<file path="config.mk">
export PLATFORM = sky130hd
export DESIGN_NAME = gpr_bank
export DESIGN_NICKNAME = d
export VERILOG_FILES = /design/src/shared/gpr_pkg.sv /design/src/hw/gpr_sync.sv /design/src/hw/gpr_pad.sv /design/src/hw/gpr_bank.sv
export SDC_FILE = /design/constraint.sdc
export NUM_CORES = 1
export LEC_CHECK = 0
export ABC_AREA = 0
export BUFFER_PORTS_ARGS = -buffer_cell sky130_fd_sc_hd__buf_4
export CORE_UTILIZATION = 45
export DETAILED_ROUTE_END_ITERATION = 8
export PLACE_DENSITY = 0.76
export SLEW_MARGIN = 20
export SYNTH_ARGS = -nofsm -noshare
export SYNTH_HDL_FRONTEND = slang
export SYNTH_HIERARCHICAL = 1
export SYNTH_SLANG_ARGS = --single-unit
</file>
<file path="constraint.sdc">
create_clock -name mclk -period 1.9 [get_ports mclk]
set_clock_uncertainty 0.1 [all_clocks]
set_input_delay 0.095 -clock mclk [delete_from_list [all_inputs] [get_ports mclk]]
set_output_delay 0.095 -clock mclk [all_outputs]
set_load 0.1 [all_outputs]
</file>
<file path="src/shared/gpr_pkg.sv">
// Contract
// - I/O instructions decode offsets 0x00 to 0x3F
// - Data space address is I/O offset plus 0x20
// - Extended region from 0x60 data space only
// - Port A pin input read-only at 0x19
// - Port B output data at 0x18, reset zero
// - Port B direction at 0x17, reset zero
// - Port B pin input read-only at 0x16
// - Port C output data at 0x15, reset zero
// - Port C direction at 0x14, reset zero
// - Port C pin input at 0x13, bit7 zero (code returns all eight synchronised bits, bit7 included)
// - Port D output data at 0x12, reset zero
// - Port D direction at 0x11, reset zero
// - Legacy mode: port C drives zero outputs
// - Legacy port C state needs no clock
// - Global pull-up disable kills all pull-ups
package gpr_pkg;
    // ----------------------------------------
    // Address map
    // ----------------------------------------
    localparam logic [5:0] GPR_IO_LAST        = 6'h3F;
    localparam logic [7:0] GPR_DATA_IO_BASE   = 8'h20;
    localparam logic [7:0] GPR_DATA_EXT_BASE  = 8'h60;
    localparam logic [5:0] GPR_PORT_D_DIR     = 6'h11;
    localparam logic [5:0] GPR_PORT_D_OUT     = 6'h12;
    localparam logic [5:0] GPR_PORT_C_PIN     = 6'h13;
    localparam logic [5:0] GPR_PORT_C_DIR     = 6'h14;
    localparam logic [5:0] GPR_PORT_C_OUT     = 6'h15;
    localparam logic [5:0] GPR_PORT_B_PIN     = 6'h16;
    localparam logic [5:0] GPR_PORT_B_DIR     = 6'h17;
    localparam logic [5:0] GPR_PORT_B_OUT     = 6'h18;
    localparam logic [5:0] GPR_PORT_A_PIN     = 6'h19;
    // ----------------------------------------
    // Reset values
    // ----------------------------------------
    localparam logic [7:0] GPR_RESET_BYTE     = 8'h00;
    localparam int         GPR_PORT_C_ZERO_BIT = 7;

    typedef struct packed {
        logic [7:0] out_data;
        logic [7:0] dir;
    } gpr_port_cfg_t;

    typedef struct packed {
        logic [7:0] pin_o;
        logic [7:0] pin_oe_n;
        logic [7:0] pullup_en;
    } gpr_pad_t;
endpackage : gpr_pkg

</file>
<file path="src/hw/gpr_sync.sv">
`timescale 1ns/1ps
`default_nettype none
module gpr_sync (
    input  wire logic       mclk,
    input  wire logic       rst,
    input  wire logic       ce,
    input  wire logic [7:0] d,
    output var  logic [7:0] q
);
    logic [7:0] meta;
    logic [7:0] next_meta;
    logic [7:0] next_q;

    always_comb begin
        next_meta = ce ? d : meta;
        next_q    = ce ? meta : q;
    end

    always_ff @(posedge mclk or posedge rst) begin
        if (rst) begin
            meta <= 8'h00;
            q    <= 8'h00;
        end else begin
            meta <= next_meta;
            q    <= next_q;
        end
    end
endmodule : gpr_sync
`default_nettype wire

</file>
<file path="src/hw/gpr_pad.sv">
`timescale 1ns/1ps
`default_nettype none
module gpr_pad (
    input  wire logic                   mclk,
    input  wire logic                   rst,
    input  wire logic                   ce,
    input  wire gpr_pkg::gpr_port_cfg_t cfg,
    input  wire logic                   pullup_disable,
    output var  gpr_pkg::gpr_pad_t      pad
);
    gpr_pkg::gpr_pad_t next_pad;

    always_comb begin
        next_pad.pin_o     = cfg.out_data;
        next_pad.pin_oe_n  = ~cfg.dir;
        next_pad.pullup_en = pullup_disable ? 8'h00 : (~cfg.dir & cfg.out_data);
    end

    always_ff @(posedge mclk or posedge rst) begin
        if (rst) begin
            pad <= '{pin_o: 8'h00, pin_oe_n: 8'hFF, pullup_en: 8'h00};
        end else if (ce) begin
            pad <= next_pad;
        end
    end
endmodule : gpr_pad
`default_nettype wire

</file>
<file path="src/hw/gpr_bank.sv">
`timescale 1ns/1ps
`default_nettype none
module gpr_bank (
    input  wire logic       mclk,
    input  wire logic       rst,
    input  wire logic       ce,
    input  wire logic       legacy_mode,
    input  wire logic       pullup_disable,
    input  wire logic       io_sel,
    input  wire logic [7:0] addr,
    input  wire logic       wr,
    input  wire logic       rd,
    input  wire logic [7:0] wdata,
    output var  logic [7:0] rdata,
    input  wire logic [7:0] port_a_pin,
    input  wire logic [7:0] port_b_pin,
    input  wire logic [7:0] port_c_pin,
    output var  logic [7:0] port_b_o,
    output var  logic [7:0] port_b_oe_n,
    output var  logic [7:0] port_b_pullup,
    output logic      [7:0] port_c_o,
    output logic      [7:0] port_c_oe_n,
    output var  logic [7:0] port_c_pullup,
    output var  logic [7:0] port_d_o,
    output var  logic [7:0] port_d_oe_n,
    output var  logic [7:0] port_d_pullup
);
    // ----------------------------------------
    // Address decode
    // ----------------------------------------
    // Maps either view onto a 6-bit I/O offset; hit is low outside the window.
    function automatic logic [6:0] gpr_decode(input logic io, input logic [7:0] a);
        logic [7:0] off;
        off = a - gpr_pkg::GPR_DATA_IO_BASE;
        if (io)
            return {a[7:6] == 2'b00, a[5:0]};
        // Extended region and below the I/O window are not this bank
        if (a >= gpr_pkg::GPR_DATA_IO_BASE && a < gpr_pkg::GPR_DATA_EXT_BASE)
            return {1'b1, off[5:0]};
        return 7'h00;
    endfunction : gpr_decode

    logic [6:0] dec;
    logic       hit;
    logic [5:0] off;
    assign dec = gpr_decode(io_sel, addr);
    assign hit = dec[6];
    assign off = dec[5:0];

    // ----------------------------------------
    // Pin synchronisers
    // ----------------------------------------
    logic [7:0] sync_a;
    logic [7:0] sync_b;
    logic [7:0] sync_c;
    gpr_sync u_sync_a (.mclk(mclk), .rst(rst), .ce(ce), .d(port_a_pin), .q(sync_a));
    gpr_sync u_sync_b (.mclk(mclk), .rst(rst), .ce(ce), .d(port_b_pin), .q(sync_b));
    gpr_sync u_sync_c (.mclk(mclk), .rst(rst), .ce(ce), .d(port_c_pin), .q(sync_c));

    // ----------------------------------------
    // Registers
    // ----------------------------------------
    gpr_pkg::gpr_port_cfg_t port_b;
    gpr_pkg::gpr_port_cfg_t port_c;
    gpr_pkg::gpr_port_cfg_t port_d;
    gpr_pkg::gpr_port_cfg_t next_port_b;
    gpr_pkg::gpr_port_cfg_t next_port_c;
    gpr_pkg::gpr_port_cfg_t next_port_d;
    logic [7:0]             next_rdata;

    always_comb begin
        next_port_b = port_b;
        next_port_c = port_c;
        next_port_d = port_d;
        if (wr && hit) begin
            case (off)
                gpr_pkg::GPR_PORT_B_OUT: next_port_b.out_data = wdata;
                gpr_pkg::GPR_PORT_B_DIR: next_port_b.dir      = wdata;
                gpr_pkg::GPR_PORT_C_OUT: next_port_c.out_data = wdata;
                gpr_pkg::GPR_PORT_C_DIR: next_port_c.dir      = wdata;
                gpr_pkg::GPR_PORT_D_OUT: next_port_d.out_data = wdata;
                gpr_pkg::GPR_PORT_D_DIR: next_port_d.dir      = wdata;
                default: ;
            endcase
        end
    end

    always_comb begin
        next_rdata = rdata;
        if (rd) begin
            next_rdata = 8'h00;
            if (hit) begin
                case (off)
                    gpr_pkg::GPR_PORT_A_PIN: next_rdata = sync_a;
                    gpr_pkg::GPR_PORT_B_OUT: next_rdata = port_b.out_data;
                    gpr_pkg::GPR_PORT_B_DIR: next_rdata = port_b.dir;
                    gpr_pkg::GPR_PORT_B_PIN: next_rdata = sync_b;
                    gpr_pkg::GPR_PORT_C_OUT: next_rdata = port_c.out_data;
                    gpr_pkg::GPR_PORT_C_DIR: next_rdata = port_c.dir;
                    gpr_pkg::GPR_PORT_C_PIN: next_rdata = sync_c;
                    gpr_pkg::GPR_PORT_D_OUT: next_rdata = port_d.out_data;
                    gpr_pkg::GPR_PORT_D_DIR: next_rdata = port_d.dir;
                    default:                 next_rdata = 8'h00;
                endcase
            end
        end
    end

    always_ff @(posedge mclk or posedge rst) begin
        if (rst) begin
            port_b <= '{out_data: gpr_pkg::GPR_RESET_BYTE, dir: gpr_pkg::GPR_RESET_BYTE};
            port_c <= '{out_data: gpr_pkg::GPR_RESET_BYTE, dir: gpr_pkg::GPR_RESET_BYTE};
            port_d <= '{out_data: gpr_pkg::GPR_RESET_BYTE, dir: gpr_pkg::GPR_RESET_BYTE};
            rdata  <= 8'h00;
        end else if (ce) begin
            port_b <= next_port_b;
            port_c <= next_port_c;
            port_d <= next_port_d;
            rdata  <= next_rdata;
        end
    end

    // ----------------------------------------
    // Pad control
    // ----------------------------------------
    gpr_pkg::gpr_pad_t pad_b;
    gpr_pkg::gpr_pad_t pad_c;
    gpr_pkg::gpr_pad_t pad_d;
    gpr_pad u_pad_b (.mclk(mclk), .rst(rst), .ce(ce), .cfg(port_b), .pullup_disable(pullup_disable), .pad(pad_b));
    gpr_pad u_pad_c (.mclk(mclk), .rst(rst), .ce(ce), .cfg(port_c), .pullup_disable(pullup_disable), .pad(pad_c));
    gpr_pad u_pad_d (.mclk(mclk), .rst(rst), .ce(ce), .cfg(port_d), .pullup_disable(pullup_disable), .pad(pad_d));

    // Legacy override is a pure gate on a static strap, so it holds with mclk stopped
    // and even while rst is asserted; port_c_o, port_c_oe_n and port_c_pullup are the only outputs not taken from a flop.
    assign port_c_o    = legacy_mode ? 8'h00 : pad_c.pin_o;
    assign port_c_oe_n = legacy_mode ? 8'h00 : pad_c.pin_oe_n;

    always_comb begin
        port_b_o      = pad_b.pin_o;
        port_b_oe_n   = pad_b.pin_oe_n;
        port_b_pullup = pad_b.pullup_en;
        port_c_pullup = legacy_mode ? 8'h00 : pad_c.pullup_en;
        port_d_o      = pad_d.pin_o;
        port_d_oe_n   = pad_d.pin_oe_n;
        port_d_pullup = pad_d.pullup_en;
    end
endmodule : gpr_bank
`default_nettype wire

</file>
==> flow_summary.ini, run 1 <==
[finish]
antenna_cells_inserted = 0
most-common-layout-cells = sky130_fd_sc_hd__dfrtp_1 (152), sky130_fd_sc_hd__buf_4 (141), sky130_fd_sc_hd__mux2_2 (88)
nets = 803
final_design_utilization_pct = 58.3
final_cell_area_um2 = 10100
layout_commonest_cell = sky130_fd_sc_hd__dfrtp_1
area_growth_syn_to_layout_pct = 25.8
layout_cell_share_with_drive_strength_beyond_1_pct = 48.3

[place]
routabilityCongestion = 0.861
dp.final_hpwl_um = 14300
placement.cell_area_um2 = 9220
portBuffers = 127

[die]
dieHeight_um = 136
die_area_um2 = 18500
number_of_core_rows = 48
initial_utilization_pct = 46.3
io_pins = 128
core-area_um2 = 17400
floorplan.die.width_um = 136

[clock_network]
cts_inserted_buffers = 17
cts.repair.resized = 0
clock_tree.root_cell = sky130_fd_sc_hd__clkbuf_16
htreeDepth = 4
tritoncts = built
max-clock-path-buffers = 2
cts.reportedPaths.clkPinSlew_ps = 70
cts_num_sinks = 176
clk-insertion-delay-late_ps = 430

[timing]
post-route-period-util_pct = 90.2
rsz0062_at_grt = no
report.final.slew_viol_count = 0
worst_pin_slew_ps = 933
finalWorstPathRequiredPeriod_ps = 1710
hold_viol = 0
max_clock_freq_ghz = 0.584
max-slew-margin-rel_pct = 37.7
setup_viol_count_final = 0

[detailed_routing]
vias = 5303
drt-vias-per-instance = 5.34
detail_route.drc_violations = 0
first_iter_violations = 425
routedWlPerCell_um = 19.9
antenna_violation_net_count_after_detailed_routing = 0
drt_pass1_iterations = 5
detail_route.wirelength_um = 19700

[logic_synthesis]
synth-edff-count = 0
synthArstFlopShare_pct = 100
syn-instance-count = 589
synth_warnings = 6
number_of_synthesized_register_bits = 176
yosysSeqAreaShare_pct = 55.0
synth_area_um2 = 8070
synthesis.nets = 637
average_instance_area_after_synthesis_um2 = 13.7
synth.distinct_cells = 52
synth_ff_type = sky130_fd_sc_hd__dfrtp_1

[pwr]
power-per-cell-area_nw_per_um2 = 858
leakage_power_total_nw = 4.91
total_power_mw = 8.70
worst_ir_drop_vdd_mv = 0.664

[critical_path]
worst_r2r_path_depth = 4
cp_max_fo = 4
data_arrival_time_at_the_worst_slack_endpoint_ps = 1910
slowest_delay_ps = 520
critical_path.n_buffers_inverters = 0
crit_path_start_kind = register
critical_path.endpoint_type = register
timing.critical_path.cells = mux4_2 -> a22o_2 -> a31oi_1 -> o21ai_0
reg2reg_from = port_b[6]
worst_setup_path_type = reg2reg
reg2reg_slack_ps = 190
crit_family = multiplexers
cp_slowest_cell = sky130_fd_sc_hd__mux4_2
worstPathRequired_ps = 2090
critical_path.reg2reg.endpoint = rdata[6]

[min_path]
timing.hold.worst_path_depth = 2
hold_path_startpoint = pullup_disable
worst_min_delay_path_category = in2reg
hold_end = u_pad_d/pad[1]

[global_routing]
grt_start_max_net_pins = 82
gr-total-overflow = 0
groute.usage.overall_pct = 22.8
antenna_found_initial = 0
grt_first_pass_wirelength_um = 31200
vias_in_the_first_global_route = 5490

[flow_run]
max_cap_viol_count = 0

[status]
outcome = finished clean
-- area by class of cell --
class | instances | area [µm²]
multi-input cells | 334 | 3210
inverters | 49 | 184
repair buffers | 177 | 1440
well taps | 225 | 282
clock inverters | 15 | 173
fillers | 1384 | 7270
flip-flops and latches | 176 | 4430
clock buffers | 17 | 425
-- repair_timing --
item	in CTS	in global routing
hold buffers	33	0
buffers inserted	0	0
endpoints found under the setup margin	0	0
endpoints found under the hold margin	208	0
-- cell families after synthesis --
| kind of cell | Yosys count | share of synthesized area (%) |
|---|---|---|
| muxes | 155 | 23.7 |
| xor gates and xnor gates | 1 | 0.109 |
| AOI/OAI and AO/OA | 71 | 7.40 |
| DFF | 176 | 55.0 |
| and+or+nand+nor | 107 | 8.30 |
| buffers and inverters | 79 | 5.51 |
-- worst max-delay path by stage --
stage	startpoint	to	slack [ps]	depth (start not counted)
final	port_b[6]	rdata[6]	190	4
after global routing	port_b[6]	rdata[6]	100	4
after CTS	port_b[6]	rdata[6]	200	4
after detailed placement	addr[7]	rdata[5]	-70	6
after global placement	addr[7]	port_b[0]	-40	6
after floorplan	u_pad_c/pad[16]	port_c_o[0]	30	1
-- stage by stage --
stage	TNS (ps)	setup slack (ps)	std cells	hold WS, ps
2_1_floorplan	0	28.5	589	-91.3
3_3_place_gp	-431	-39.9	928	134
3_5_place_dp	-783	-71.5	928	139
4_1_cts	0	196	993	79.8
5_1_grt	0	103	993	77.5
6_report	0	187	993	74.3
-- synthesized netlist by cell type, drive strengths merged, types with 2 or more instances --
library cell,n,area (µm²)
nor4,2,12.5
dfrtp,152,3800
a32o,4,40.0
nor3,2,10.0
nand2b,2,12.5
mux4,5,113
o221ai,3,26.3
mux2,126,1560
o21ai,21,105
mux2i,24,240
nor2b,27,169
a21o,3,22.5
a222oi,3,30.0
a21oi,12,75.1
inv,49,184
nor3b,14,105
nand3b,10,75.1
dfstp,24,631
buf,23,234
nor2,7,26.3
and3b,2,18.8
o32ai,12,195
nand2,26,120
a31oi,4,25.0
clkbuf,7,26.3
and2,3,21.3
a22o,4,36.3
nand4,7,50.1
nand3,2,15.0
-- worst reg2reg max path: stages (launching register included) --
cell                      delay [ps]
sky130_fd_sc_hd__dfrtp_1         430
sky130_fd_sc_hd__mux4_2          520
sky130_fd_sc_hd__a22o_2          270
sky130_fd_sc_hd__a31oi_1         160
sky130_fd_sc_hd__o21ai_0          90
-- state kept, by name, summed over array words and instances (netlist names), 16 cells and up --
register / cells
port_b: 16
port_c: 16
port_d: 16
u_pad_b/pad: 24
u_pad_c/pad: 24
u_pad_d/pad: 24
-- routing by layer --
layer	vias to the layer above	share of wire, %	track usage (%)
met2	158	48	36.3
met4	0	2.1	9.38
met5	-	0	0
met3	28	4.6	3.80
met1	2688	45	31.0
li1	2429	-	-
-- power by group --
group          switching [mW]  internal (mW)
Sequential              0.158           3.94
Clock                    1.56           1.97
Combinational           0.618          0.453
Total                    2.34           6.37
(Power assumes the default switching activity.)
==> run 2: changes to the inputs <==
Settings changed: CORE_UTILIZATION 45 to 42, PLACE_DENSITY 0.76 to 0.72.
==> run 2 against run 1 <==
Effect of this change: global-route usage decreased by 1.9 points; register-to-register slack about the same; clock power increased by 6.5%; sequential power about the same; fmax decreased by 1.7%; first-iteration DRC count decreased by 17%; die area increased by 7.0%; sequential share of layout area decreased by 0.36 points; worst setup slack got worse by 29 ps; hold slack got worse by 17 ps; critical path type is now in2reg; largest cell class unchanged.
==> flow_summary.ini, run 2 (synthesized netlist as in run 1, its figures left out) <==
[clock_network]
cts_inserted_buffers = 17
max-clock-path-buffers = 2
htreeDepth = 4
tritoncts = built
clock_tree.root_cell = sky130_fd_sc_hd__clkbuf_16
clk-insertion-delay-late_ps = 430
cts_num_sinks = 176
cts.reportedPaths.clkPinSlew_ps = 70

[finish]
layout_commonest_cell = sky130_fd_sc_hd__dfrtp_1
post_layout_nonfiller_instances = 1003
leading_registers_by_flop_count = u_pad_b/pad x24, u_pad_c/pad x24, u_pad_d/pad x24
final_cell_area_um2 = 10200
final_design_utilization_pct = 54.5
antenna_cells_inserted = 0
layout_cell_share_with_drive_strength_beyond_1_pct = 48.4
area_growth_syn_to_layout_pct = 26.8
nets = 804
most-common-layout-cells = sky130_fd_sc_hd__dfrtp_1 (152), sky130_fd_sc_hd__buf_4 (140), sky130_fd_sc_hd__mux2_2 (88)

[global_routing]
vias_in_the_first_global_route = 5453
antenna_found_initial = 0
groute.usage.overall_pct = 20.9
gr-total-overflow = 0
grt_start_max_net_pins = 77
grt_first_pass_wirelength_um = 30800

[timing]
setup_viol_count_final = 0
report.final.slew_viol_count = 0
rsz0062_at_grt = no
worst_pin_slew_ps = 929
max-slew-margin-rel_pct = 38.0
post-route-period-util_pct = 91.7
hold_viol = 0
finalWorstPathRequiredPeriod_ps = 1740
timing.hold.ws_ps = 57.6
max_clock_freq_ghz = 0.574

[min_path]
timing.hold.worst_path_depth = 5
worst_min_delay_path_category = in2reg
hold_path_startpoint = rd
hold_end = rdata[2]

[detailed_routing]
vias = 5222
detail_route.drc_violations = 0
drt_pass1_iterations = 4
first_iter_violations = 354
detail_route.wirelength_um = 19500
routedWlPerCell_um = 19.4
antenna_violation_net_count_after_detailed_routing = 0
drt-vias-per-instance = 5.21

[flow_run]
max_cap_viol_count = 0

[critical_path]
critical_path.endpoint_type = register
critical_path.reg2reg.endpoint = rdata[6]
critPathLaunch = ce
cp_max_fo = 9
worst_r2r_path_depth = 4
data_arrival_time_at_the_worst_slack_endpoint_ps = 1960
reg2reg_from = port_b[6]
crit_path_start_kind = input pin
reg2reg_slack_ps = 180
slowest_delay_ps = 540
timing.critical_path.cells = dlygate4sd3_1 -> buf_6 -> nand2_1 -> nor4_2 -> buf_4 -> and2_4 -> and3_4 -> mux2_4
worstPathRequired_ps = 2120
worst_setup_path_type = in2reg
cp_slowest_cell = sky130_fd_sc_hd__dlygate4sd3_1

[pwr]
leakage_power_total_nw = 4.96
total_power_mw = 8.92
power-per-cell-area_nw_per_um2 = 871
worst_ir_drop_vdd_mv = 0.673

[place]
dp.final_hpwl_um = 14400
routabilityCongestion = 0.916
portBuffers = 127
place.detailed.instances = 937
placement.cell_area_um2 = 9240

[die]
floorplan.die.width_um = 141
die_area_um2 = 19800
core-area_um2 = 18800
initial_utilization_pct = 43.0
io_pins = 128
number_of_core_rows = 50
dieHeight_um = 141

[status]
outcome = finished clean
## run 2: cell count changes in the layout (fill, tap and decap cells not counted), sizes merged
cell,delta
dlygate4sd3,+1
clkinvlp,-3
inv,-3
clkinv,+3
clkbuf,+1
bufinv,+2
## run 2: through the flow
stage / TNS [ps] / setup WS [ps]
after floorplan: 0 / 28.5
after global placement: -114 / -14.0
after detailed placement: -1410 / -165
after CTS: 0 / 83.7
after global routing: 0 / 48.0
final: 0 / 158
## run 2: repair_timing
item                                    4_1_cts  5_1_grt
resized for setup                             0        1
endpoints found under the setup margin        0       22
buffers inserted                              0        0
hold endpoints to repair                    213        0
hold buffers                                 34        0
## run 2: worst max path at each step
stage                              to  slack, ps  depth (start not counted)
final                       port_b[3]        160                          8
after global routing         rdata[1]         50                          7
after CTS                   port_b[3]         80                          8
after detailed placement     rdata[4]       -170                          6
after global placement      port_b[6]        -10                          6
after floorplan           port_c_o[0]         30                          1
## run 2: final cells by class
type	instances	area (µm²)
Inverter	49	184
Clock buffer	18	439
Multi-Input combinational cell	334	3220
Timing Repair Buffer	178	1460
Tap cell	234	293
Fill cell	1555	8540
Clock inverter	14	204
Sequential cell	176	4430
## run 2: metal layers
layer,vias up,track usage (%),part of all wire (%),wire length (µm)
met3,30,4.25,3.3,647
met4,0,7.95,2.1,408
met2,119,34.4,49,9540
met5,-,0,0,0
li1,2429,-,-,-
met1,2644,27.5,46,8910
## run 2: critical path, delay by kind of cell
family	cells	cell delay (ps)
muxes	1	320
and+or+nand+nor	4	660
buffers and inverters	3	880
## run 2: power breakdown
| part | internal [mW] | total, mW | switching [mW] |
|---|---|---|---|
| clock network | 2.26 | 3.76 | 1.50 |
| logic | 0.454 | 1.07 | 0.617 |
| registers | 3.94 | 4.09 | 0.149 |
